[config.mk]
export PLATFORM = sky130hd
export DESIGN_NAME = dac_out_ctrl
export DESIGN_NICKNAME = d
export VERILOG_FILES = /design/src/shared/dac_pkg.sv /design/src/hdl/dac_out_ctrl.sv
export SDC_FILE = /design/constraint.sdc
export NUM_CORES = 1
export LEC_CHECK = 0
export BUFFER_PORTS_ARGS = -buffer_cell sky130_fd_sc_hd__buf_2
export CORE_UTILIZATION = 40
export CTS_CLUSTER_DIAMETER = 60
export DETAILED_ROUTE_END_ITERATION = 10
export PLACE_DENSITY = 0.58
export SLEW_MARGIN = 20
export SYNTH_ARGS = -nofsm -noshare
export SYNTH_HDL_FRONTEND = slang
export SYNTH_SLANG_ARGS = --single-unit
[constraint.sdc]
create_clock -name core_clk -period 2.25 [get_ports core_clk]
set_input_delay 0.225 -clock core_clk [delete_from_list [all_inputs] [get_ports core_clk]]
set_output_delay 0.225 -clock core_clk [all_outputs]
set_load 0.005 [all_outputs]
[src/shared/dac_pkg.sv]
// package: constants and carrier types for the two-channel converter control block
package dac_pkg;

  // ----------------------------------------
  // sizes
  // ----------------------------------------
  localparam int unsigned NUM_CH    = 2;
  localparam int unsigned CODE_W    = 8;
  localparam int unsigned LADDER_DIV = 256;  // full scale divisor: level = vref / 256 * code

  // ----------------------------------------
  // register offsets and fields
  // ----------------------------------------
  localparam logic [3:0] ADDR_DATA0  = 4'h0;
  localparam logic [3:0] ADDR_DATA1  = 4'h1;
  localparam logic [3:0] ADDR_CTRL   = 4'h2;
  localparam logic [3:0] ADDR_STATUS = 4'h3;
  localparam int unsigned CTRL_EN0_BIT = 0;
  localparam int unsigned CTRL_EN1_BIT = 1;

  // ----------------------------------------
  // reset values and timing
  // ----------------------------------------
  localparam logic [7:0] DATA_RST = 8'h00;
  localparam logic [1:0] EN_RST   = 2'h0;
  localparam int unsigned CLK_MHZ      = 100;
  localparam int unsigned SETTLE_US    = 3;
  localparam int unsigned SETTLE_CYC   = SETTLE_US * CLK_MHZ;
  localparam logic [8:0]  SETTLE_LOAD  = 9'(SETTLE_CYC);

  // ----------------------------------------
  // types
  // ----------------------------------------
  typedef struct packed {
    logic [3:0] addr;
    logic [7:0] wdata;
    logic       wr;
    logic       rd;
  } dac_req_t;

  typedef struct packed {
    logic [7:0] code;
    logic       oe;
    logic       busy;
    logic [8:0] cnt;
  } dac_ch_t;

  typedef struct packed {
    dac_ch_t [NUM_CH-1:0] ch;
    logic [7:0]           rdata;
  } dac_state_t;

endpackage

[src/hdl/dac_out_ctrl.sv]
// module: register file, conversion start and pin routing for two 8-bit converter channels
//
// Chosen here: the address-and-strobe port and the address map.
`timescale 1ns/1ps
// Function
// - data write starts a new conversion
// - pin driven only while enable is 1
// - output stays until enable cleared
// - 8-bit code feeds 8-bit ladder
// - level is vref/256 times code
// - adc reference bit never gates output
// - two independent channels with own resources
// - shared pins float as inputs after reset
module dac_out_ctrl (
  input  wire logic                core_clk,
  input  wire logic                arst_n,
  input  wire logic                clk_en,
  input  wire dac_pkg::dac_req_t   req,
  output logic [7:0]               rdata,
  output logic [7:0]               ladder_code_ch0,
  output logic [7:0]               ladder_code_ch1,
  output logic                     analog_out_ch0_en,
  output logic                     analog_out_ch1_en,
  output logic                     conv_busy_ch0,
  output logic                     conv_busy_ch1
);
  import dac_pkg::*;

  // ----------------------------------------
  // state
  // ----------------------------------------
  // all state lives in one struct so a freeze or reset reaches every bit
  dac_state_t st_r;
  dac_state_t st_nxt;

  // ----------------------------------------
  // address decode
  // ----------------------------------------
  logic hit_data0;
  logic hit_data1;
  logic hit_ctrl;
  logic hit_status;

  // one hit at most; unmapped offsets hit nothing, so writes there vanish
  always_comb begin
    hit_data0  = 1'b0;
    hit_data1  = 1'b0;
    hit_ctrl   = 1'b0;
    hit_status = 1'b0;
    if (req.addr == ADDR_DATA0) begin
      hit_data0 = 1'b1;
    end else if (req.addr == ADDR_DATA1) begin
      hit_data1 = 1'b1;
    end else if (req.addr == ADDR_CTRL) begin
      hit_ctrl = 1'b1;
    end else if (req.addr == ADDR_STATUS) begin
      hit_status = 1'b1;
    end
  end

  // ----------------------------------------
  // strobes per target
  // ----------------------------------------
  logic [NUM_CH-1:0] wr_code;
  logic              wr_ctrl;
  logic [NUM_CH-1:0] rd_code;
  logic              rd_ctrl;
  logic              rd_status;

  assign wr_code[0] = req.wr && hit_data0;
  assign wr_code[1] = req.wr && hit_data1;
  assign wr_ctrl    = req.wr && hit_ctrl;
  assign rd_code[0] = req.rd && hit_data0;
  assign rd_code[1] = req.rd && hit_data1;
  assign rd_ctrl    = req.rd && hit_ctrl;
  assign rd_status  = req.rd && hit_status;

  // ----------------------------------------
  // enable bits carried by a control write
  // ----------------------------------------
  logic [NUM_CH-1:0] en_wdata;

  assign en_wdata[0] = req.wdata[CTRL_EN0_BIT];
  assign en_wdata[1] = req.wdata[CTRL_EN1_BIT];

  // ----------------------------------------
  // settle counters
  // ----------------------------------------
  // busy is a fixed timer only; the ladder's real settling is not observed
  logic [NUM_CH-1:0][8:0] cnt_dec;
  logic [NUM_CH-1:0]      cnt_live;
  logic [NUM_CH-1:0]      busy_tail;

  for (genvar g = 0; g < NUM_CH; g++) begin : g_settle
    assign cnt_live[g]  = (st_r.ch[g].cnt != 9'h000);
    assign cnt_dec[g]   = cnt_live[g] ? (st_r.ch[g].cnt - 9'h001) : 9'h000;
    assign busy_tail[g] = (st_r.ch[g].cnt > 9'h001);
  end

  // ----------------------------------------
  // control and status words
  // ----------------------------------------
  logic [7:0] ctrl_word;
  logic [7:0] status_word;

  assign ctrl_word   = {6'h00, st_r.ch[1].oe, st_r.ch[0].oe};
  assign status_word = {6'h00, st_r.ch[1].busy, st_r.ch[0].busy};

  // ----------------------------------------
  // next state
  // ----------------------------------------
  // no adc reference input exists here by design, so it cannot touch the path
  always_comb begin
    st_nxt       = st_r;
    st_nxt.rdata = 8'h00;

    for (int i = 0; i < NUM_CH; i++) begin
      st_nxt.ch[i].cnt  = cnt_dec[i];
      st_nxt.ch[i].busy = busy_tail[i];
      if (wr_code[i]) begin
        st_nxt.ch[i].code = req.wdata;
        st_nxt.ch[i].cnt  = SETTLE_LOAD;
        st_nxt.ch[i].busy = 1'b1;
      end
      // enable holds until software writes it back to 0
      if (wr_ctrl) begin
        st_nxt.ch[i].oe = en_wdata[i];
      end
    end

    // read data stands one cycle, then drops back to zero
    if (rd_code[0]) begin
      st_nxt.rdata = st_r.ch[0].code;
    end else if (rd_code[1]) begin
      st_nxt.rdata = st_r.ch[1].code;
    end else if (rd_ctrl) begin
      st_nxt.rdata = ctrl_word;
    end else if (rd_status) begin
      st_nxt.rdata = status_word;
    end
  end

  // ----------------------------------------
  // registers
  // ----------------------------------------
  always_ff @(posedge core_clk or negedge arst_n) begin
    if (!arst_n) begin
      for (int i = 0; i < NUM_CH; i++) begin
        st_r.ch[i].code <= DATA_RST;
        st_r.ch[i].oe   <= EN_RST[i];
        st_r.ch[i].busy <= 1'b0;
        st_r.ch[i].cnt  <= 9'h000;
      end
      st_r.rdata <= 8'h00;
    end else if (clk_en) begin
      st_r <= st_nxt;
    end
  end

  // ----------------------------------------
  // outputs
  // ----------------------------------------
  // ladder gives vref/256 per code step; pin drive gated by enable only
  assign ladder_code_ch0   = st_r.ch[0].code;
  assign ladder_code_ch1   = st_r.ch[1].code;
  assign analog_out_ch0_en = st_r.ch[0].oe;
  assign analog_out_ch1_en = st_r.ch[1].oe;
  assign conv_busy_ch0     = st_r.ch[0].busy;
  assign conv_busy_ch1     = st_r.ch[1].busy;
  assign rdata             = st_r.rdata;

endmodule

Yosys cells after proc, flatten, opt, wreduce, memory -nomap -nowiden. Cells that the tools add are included.

Bits in registers: 46. Bits of input ports: 17. Output and inout port bits: 28. Word-level logic and storage cells: 47.

Add/sub/neg operators: 2. $lt $le $gt $ge: 2. Eq/ne operators: 3. Multiplexer cells: 18. Reduce and logical (&&, ||, !) cells: 13.

Operators by type and width (number): two-way mux 10 bit (2); greater-than comparator 9 x 1 -> 1 bit, second input constant (2); two-way mux 9 bit (2); nonzero test 9 bit (2); subtractor 9 x 1 -> 9 bit, second input constant (2); two-way mux 8 bit (2); two-way mux 1 bit (10); equality test 4 x 2 -> 1 bit, second input constant (2); logical AND 1 bit (7); AND reduction 2 bit (3); equality test 4 x 1 -> 1 bit, second input constant (1); zero test 4 bit (1); two-way mux 2 bit (2).

Depth between registers and ports, before layout.
Depth after elaboration: 10. Gate-level depth with buffers: 6. Gate-level depth less buffers: 6.

Worst setup path after synthesis. Ideal clock, no wire load.

Kind: reg2reg. From: register st_r[27] in the netlist's numbering. To: register st_r[28] in the netlist's numbering. Setup time: 0.134 ns. Arrival: 1.470 ns. Required time: 2.116 ns. Setup slack: 0.647 ns. Cell stages (with the launch flop): 7. Buffers on the path: 0. Clock period less this slack: 1.603 ns. Cells stage by stage: dfrtp_1 inv_1 ha_1 or3b_2 nor3_2 or4b_1 o21ai_0.

Word-level cells in the longest chain between the ends: 3. Elaborated cells between the ends (all ways): 4. Classes of those cells: 1 x add/sub; 2 x mux; 1 x reduce/logical.

Ends and longest elaborated chain: start, declared (RTL line dac_out_ctrl.sv:33) `dac_state_t st_r;`; start signal, assigned (RTL line dac_out_ctrl.sv:156) `st_r <= st_nxt;`; subtractor 9 x 1 -> 9 bit / nonzero test 9 bit (equally long branches) (RTL line dac_out_ctrl.sv:96, dac_out_ctrl.sv:95); two-way mux 9 bit * (RTL line dac_out_ctrl.sv:96) `assign cnt_dec[g] = cnt_live[g] ? (st_r.ch[g].cnt - 9'h001) : 9'h000;`; two-way mux 10 bit * (RTL line dac_out_ctrl.sv:120) `if (wr_code[i]) begin`.

Every way passes the cells marked *; elsewhere a longest branch is shown, timed or not. A chain may end at the register's enable or synchronous reset.

Final worst setup path.
From: register st_r[27] in the netlist's numbering. To: register st_r[29] in the netlist's numbering.

Same word-level chain as after synthesis.

==> summary.txt <==
Clock tree
  – Reg clk slew, reported paths: 0.10 ns
  – CTS root buffer: sky130_fd_sc_hd__clkbuf_8
  – Number of buffers created by CTS: 5
  – # resized after CTS: 0
  – Number of hold buffers added after CTS: 1
  – Clock network latency to the later pin of the worst-skew pair: ~0.31 ns
  – Maximum root-to-sink buffer count: 2
  – CTS tree: done
  – Post-CTS Setup Repair Bufs: 0
  – TritonCTS Sinks: 46
  – Number of H-tree branching levels: 2

Die
  – Area of the placeable core: 0.00592 mm^2
  – Die Outline Area: between 0.006 and 0.007 mm^2
  – Floorplan die width: roughly 80 um
  – Height of the die: 80.1 um
  – Top-Level Pins: between 40 and 50
  – Total number of placement rows: 28
  – Effective utilization at floorplan: between 40% and 50%

Yosys
  – Main flop type after synthesis: sky130_fd_sc_hd__dfrtp_1
  – Cell taking the most area after synthesis: sky130_fd_sc_hd__dfrtp_1
  – Top post-synthesis cells by area: sky130_fd_sc_hd__dfrtp_1, sky130_fd_sc_hd__mux2_2, sky130_fd_sc_hd__buf_4
  – Share of synthesized registers carrying an async set or reset: 100%
  – Sequential cell area fraction in the yosys report: roughly 47%
  – Number of synthesis warnings: 0
  – Number of distinct library cells after synthesis: 44
  – EDFF count, synth: 0
  – Total of flip-flops plus latches after synthesis: 46
  – Syn nets: between 200 and 300
  – Combined area of all synthesized cells: 0.00244 mm^2
  – Mean cell area of the mapped netlist: about 11 um^2
  – Gate count of the mapped netlist: 229
  – Proportion of netlist area held by the largest area contributor: between 40% and 50%

STA
  – RSZ-0062 raised after global routing: no
  – Slew at the pin closest to its max-slew limit: 0.538 ns
  – Minimum clock period after layout: between 1.5 and 2 ns
  – Period Utilization, post-route: about 79%
  – Worst slew margin relative to its limit: a little under two thirds
  – Final number of setup-violating endpoints: 0
  – Final Skew: between 0.01 and 0.015 ns
  – Final count of pins violating max slew: 0
  – Setup TNS after final layout: 0 ns
  – Final hold viol count: 0
  – Max frequency: 561 MHz

Detailed routing
  – DR WL met2: about 2200 um
  – Wire length per cell: 14.6 um
  – DRC violations left: 1
  – Remaining number of nets flagged by the antenna check after routing: 0
  – Avg Vias per Cell: around 5.2
  – Wire length after detailed routing: between 4000 and 5000 um
  – DR vias: around 1700
  – Number of violations reported at the end of detailed-routing iteration 0: about 140
  – Met3 Routed Length: ~190 um
  – DRT met1 WL: approximately 2400 um
  – Highest metal used: met4
  – Drt first pass iters: 7

Power
  – Power spent charging and discharging nets: roughly 880 uW
  – Fraction of power spent switching nets: around a third
  – Sequential cell fraction of total power: approximately half
  – Leakage power summed over all cells: around 0.0013 uW
  – Power density relative to cell area: ~930 mW/mm^2
  – Worst voltage drop across the vdd grid: 0.354 mV
  – Proportion of power drawn by combinational gates: between 20 and 30%
  – Portion of total power attributed to the clock network: 21.3%
  – Internal portion of total power: between 1500 and 2000 uW

Critical path
  – Critical path required time: 2.42 ns
  – Worst path buffer plus inverter count: 1
  – Data arrival, critical path: 1.95 ns
  – Depth of the critical timing path with buffers and inverters included: 6
  – Count of cells along the worst register-to-register path: 6
  – Reg2Reg Setup Slack: 0.47 ns
  – Peak per-stage delay on the critical path: slightly below 0.5 ns
  – Startpoint of the worst setup timing path: st_r[27]
  – Cell family with most CP delay: simple AND/OR/NAND/NOR gates
  – Worst Setup End Kind: flip-flop
  – Slowest stage cell on the critical path: sky130_fd_sc_hd__or3b_2
  – Worst flop-to-flop path startpoint: st_r[27]
  – CP cell instances: inv_1, ha_1, or3b_2, nor3_2, or3_1, nand3_1
  – Category of the worst setup path launch point: flip-flop
  – Critical R2R Capture: st_r[29]
  – Worst setup path class: reg2reg
  – Biggest fanout along the worst timing path: 5

Flow run
  – Max Cap Viol: 0

Hold path
  – Worst hold path endpoint: ladder_code_ch1[7]
  – Count of cells along the worst hold path: 2
  – HP Start: req[9]
  – Class of the tightest hold or removal check: in2reg

Global route
  – Overflow left after global routing: 0
  – Pin count of the biggest net entering global routing: 47
  – Aggregate global-route resource usage: 16.5%
  – Via count of the first global-routing pass: ~1600
  – Wire length of the first global-routing pass: 8000 um
  – Initial antenna violation count: 0

Finish
  – Post-layout utilization of the core: between 40% and 50%
  – Diode count: 0
  – Layout net count: between 200 and 300
  – Share of cells above drive strength 1: about a third
  – Number of filler instances in the final layout: around 570
  – Area growth from synthesis to final layout: 9.84%

Placement
  – HPWL Detailed: between 3000 and 4000 um
  – Buffers added on ports: 44
  – Weighted congestion reported at the end of routability-driven placement: between 0.7 and 0.8

Run status
  – Status: complete, but fails checks
  – Failing checks: design-rule violations
[cell usage after synthesis (2+ instances only)]
library cell,n
sky130_fd_sc_hd__o21ai_0,11
sky130_fd_sc_hd__o31ai_1,2
sky130_fd_sc_hd__buf_2,4
sky130_fd_sc_hd__o211ai_1,2
sky130_fd_sc_hd__o2111ai_1,2
sky130_fd_sc_hd__nor3_1,6
sky130_fd_sc_hd__ha_1,4
sky130_fd_sc_hd__clkbuf_1,2
sky130_fd_sc_hd__nand4_1,3
sky130_fd_sc_hd__a31oi_1,3
sky130_fd_sc_hd__mux2_2,24
sky130_fd_sc_hd__nor4_1,2
sky130_fd_sc_hd__a21oi_1,4
sky130_fd_sc_hd__nand3_1,7
sky130_fd_sc_hd__o22ai_1,2
sky130_fd_sc_hd__or3_1,4
sky130_fd_sc_hd__mux2i_1,10
sky130_fd_sc_hd__o32ai_1,2
sky130_fd_sc_hd__nand3b_1,3
sky130_fd_sc_hd__nor2_1,17
sky130_fd_sc_hd__dfrtp_1,46
sky130_fd_sc_hd__buf_4,25
sky130_fd_sc_hd__nand2_1,18
sky130_fd_sc_hd__inv_1,6
[layout by cell type (no fill, tap or decap), drive strengths merged, types with 2 or more instances in the layout]
master and instances:
clkbuf 5, ha 4, clkinvlp 2, o21ai 11, nand3 7, o22ai 2, o2111ai 2, o31ai 2
mux2 24, nor2 18, mux2i 10, nand3b 3, o32ai 2, nand2 18, or4 2, inv 7
o211ai 2, nor3 8, dfrtp 46, nor4 2, or3 4, nor3b 2, nand4 3, a21oi 4
buf 49, a31oi 3
[per-stage QoR]
| step | hold WS [ns] | total power [uW] | cells | setup slack, ns | instance area, um^2 |
|---|---|---|---|---|---|
| CTS | 0.143 | 2520 | 330 | 0.466 | 2680 |
| floorplan | -0.0706 | 1810 | 229 | 0.647 | 2440 |
| global placement | 0.230 | 1970 | 321 | 0.520 | 2580 |
| global route | 0.146 | 2690 | 330 | 0.356 | 2680 |
| detailed placement | 0.227 | 1980 | 321 | 0.474 | 2580 |
| finish | 0.150 | 2490 | 330 | 0.469 | 2680 |
[worst register-to-register path: cells and delay by family, from the launching register on]
family	cells	cell delay [ns]
buf+inv	1	0.09
fa+ha+maj	1	0.17
simple gates	4	0.96
flops	1	0.43
[cell type report]
class | instances | area (um^2) | share of cell area [%]
well taps | 75 | 93.8 | 3.50
flip-flops and latches | 46 | 1150 | 42.9
clock inverters | 3 | 23.8 | 0.886
inverters | 6 | 22.5 | 0.840
multi-input cells | 145 | 1040 | 38.9
repair buffers | 50 | 280 | 10.4
clock buffers | 5 | 68.8 | 2.57
[state kept, by name (all words and copies together) (netlist names)]
signal,cells
st_r,18
ladder_code_ch0,8
ladder_code_ch1,8
rdata,8
analog_out_ch0_en,1
analog_out_ch1_en,1
conv_busy_ch0,1
conv_busy_ch1,1
[how the worst max path moves through the flow]
stage	slack, ns	end
after floorplan	0.65	st_r[28]
after global placement	0.52	st_r[32]
after detailed placement	0.47	st_r[29]
after CTS	0.47	st_r[29]
after global routing	0.36	st_r[28]
final	0.47	st_r[29]
[layer usage]
| layer | global-route usage [%] | vias up |
|---|---|---|
| met1 | 24.0 | 835 |
| li1 | - | 851 |
| met4 | 6.07 | 0 |
| met2 | 23.1 | 33 |
| met3 | 4.32 | 2 |
| met5 | 0 | - |
[kinds of logic after synthesis]
group | synth area share [%]
AND/OR/NAND/NOR | 16.7
flip-flops | 47.1
buffers and inverters | 10.2
multiplexers | 15.2
AO/OA/AOI/OAI | 8.76
adder cells (fa/ha/maj) | 2.05
[power groups by stage]
stage               logic, uW  registers [uW]  clock network (uW)
finish                    706            1260                 532
global placement          703            1270                   0
floorplan                 593            1220                   0
detailed placement        716            1270                   0
CTS                       716            1250                 550
global route              805            1300                 580
Note: power is estimated with default switching activity, not from simulation.
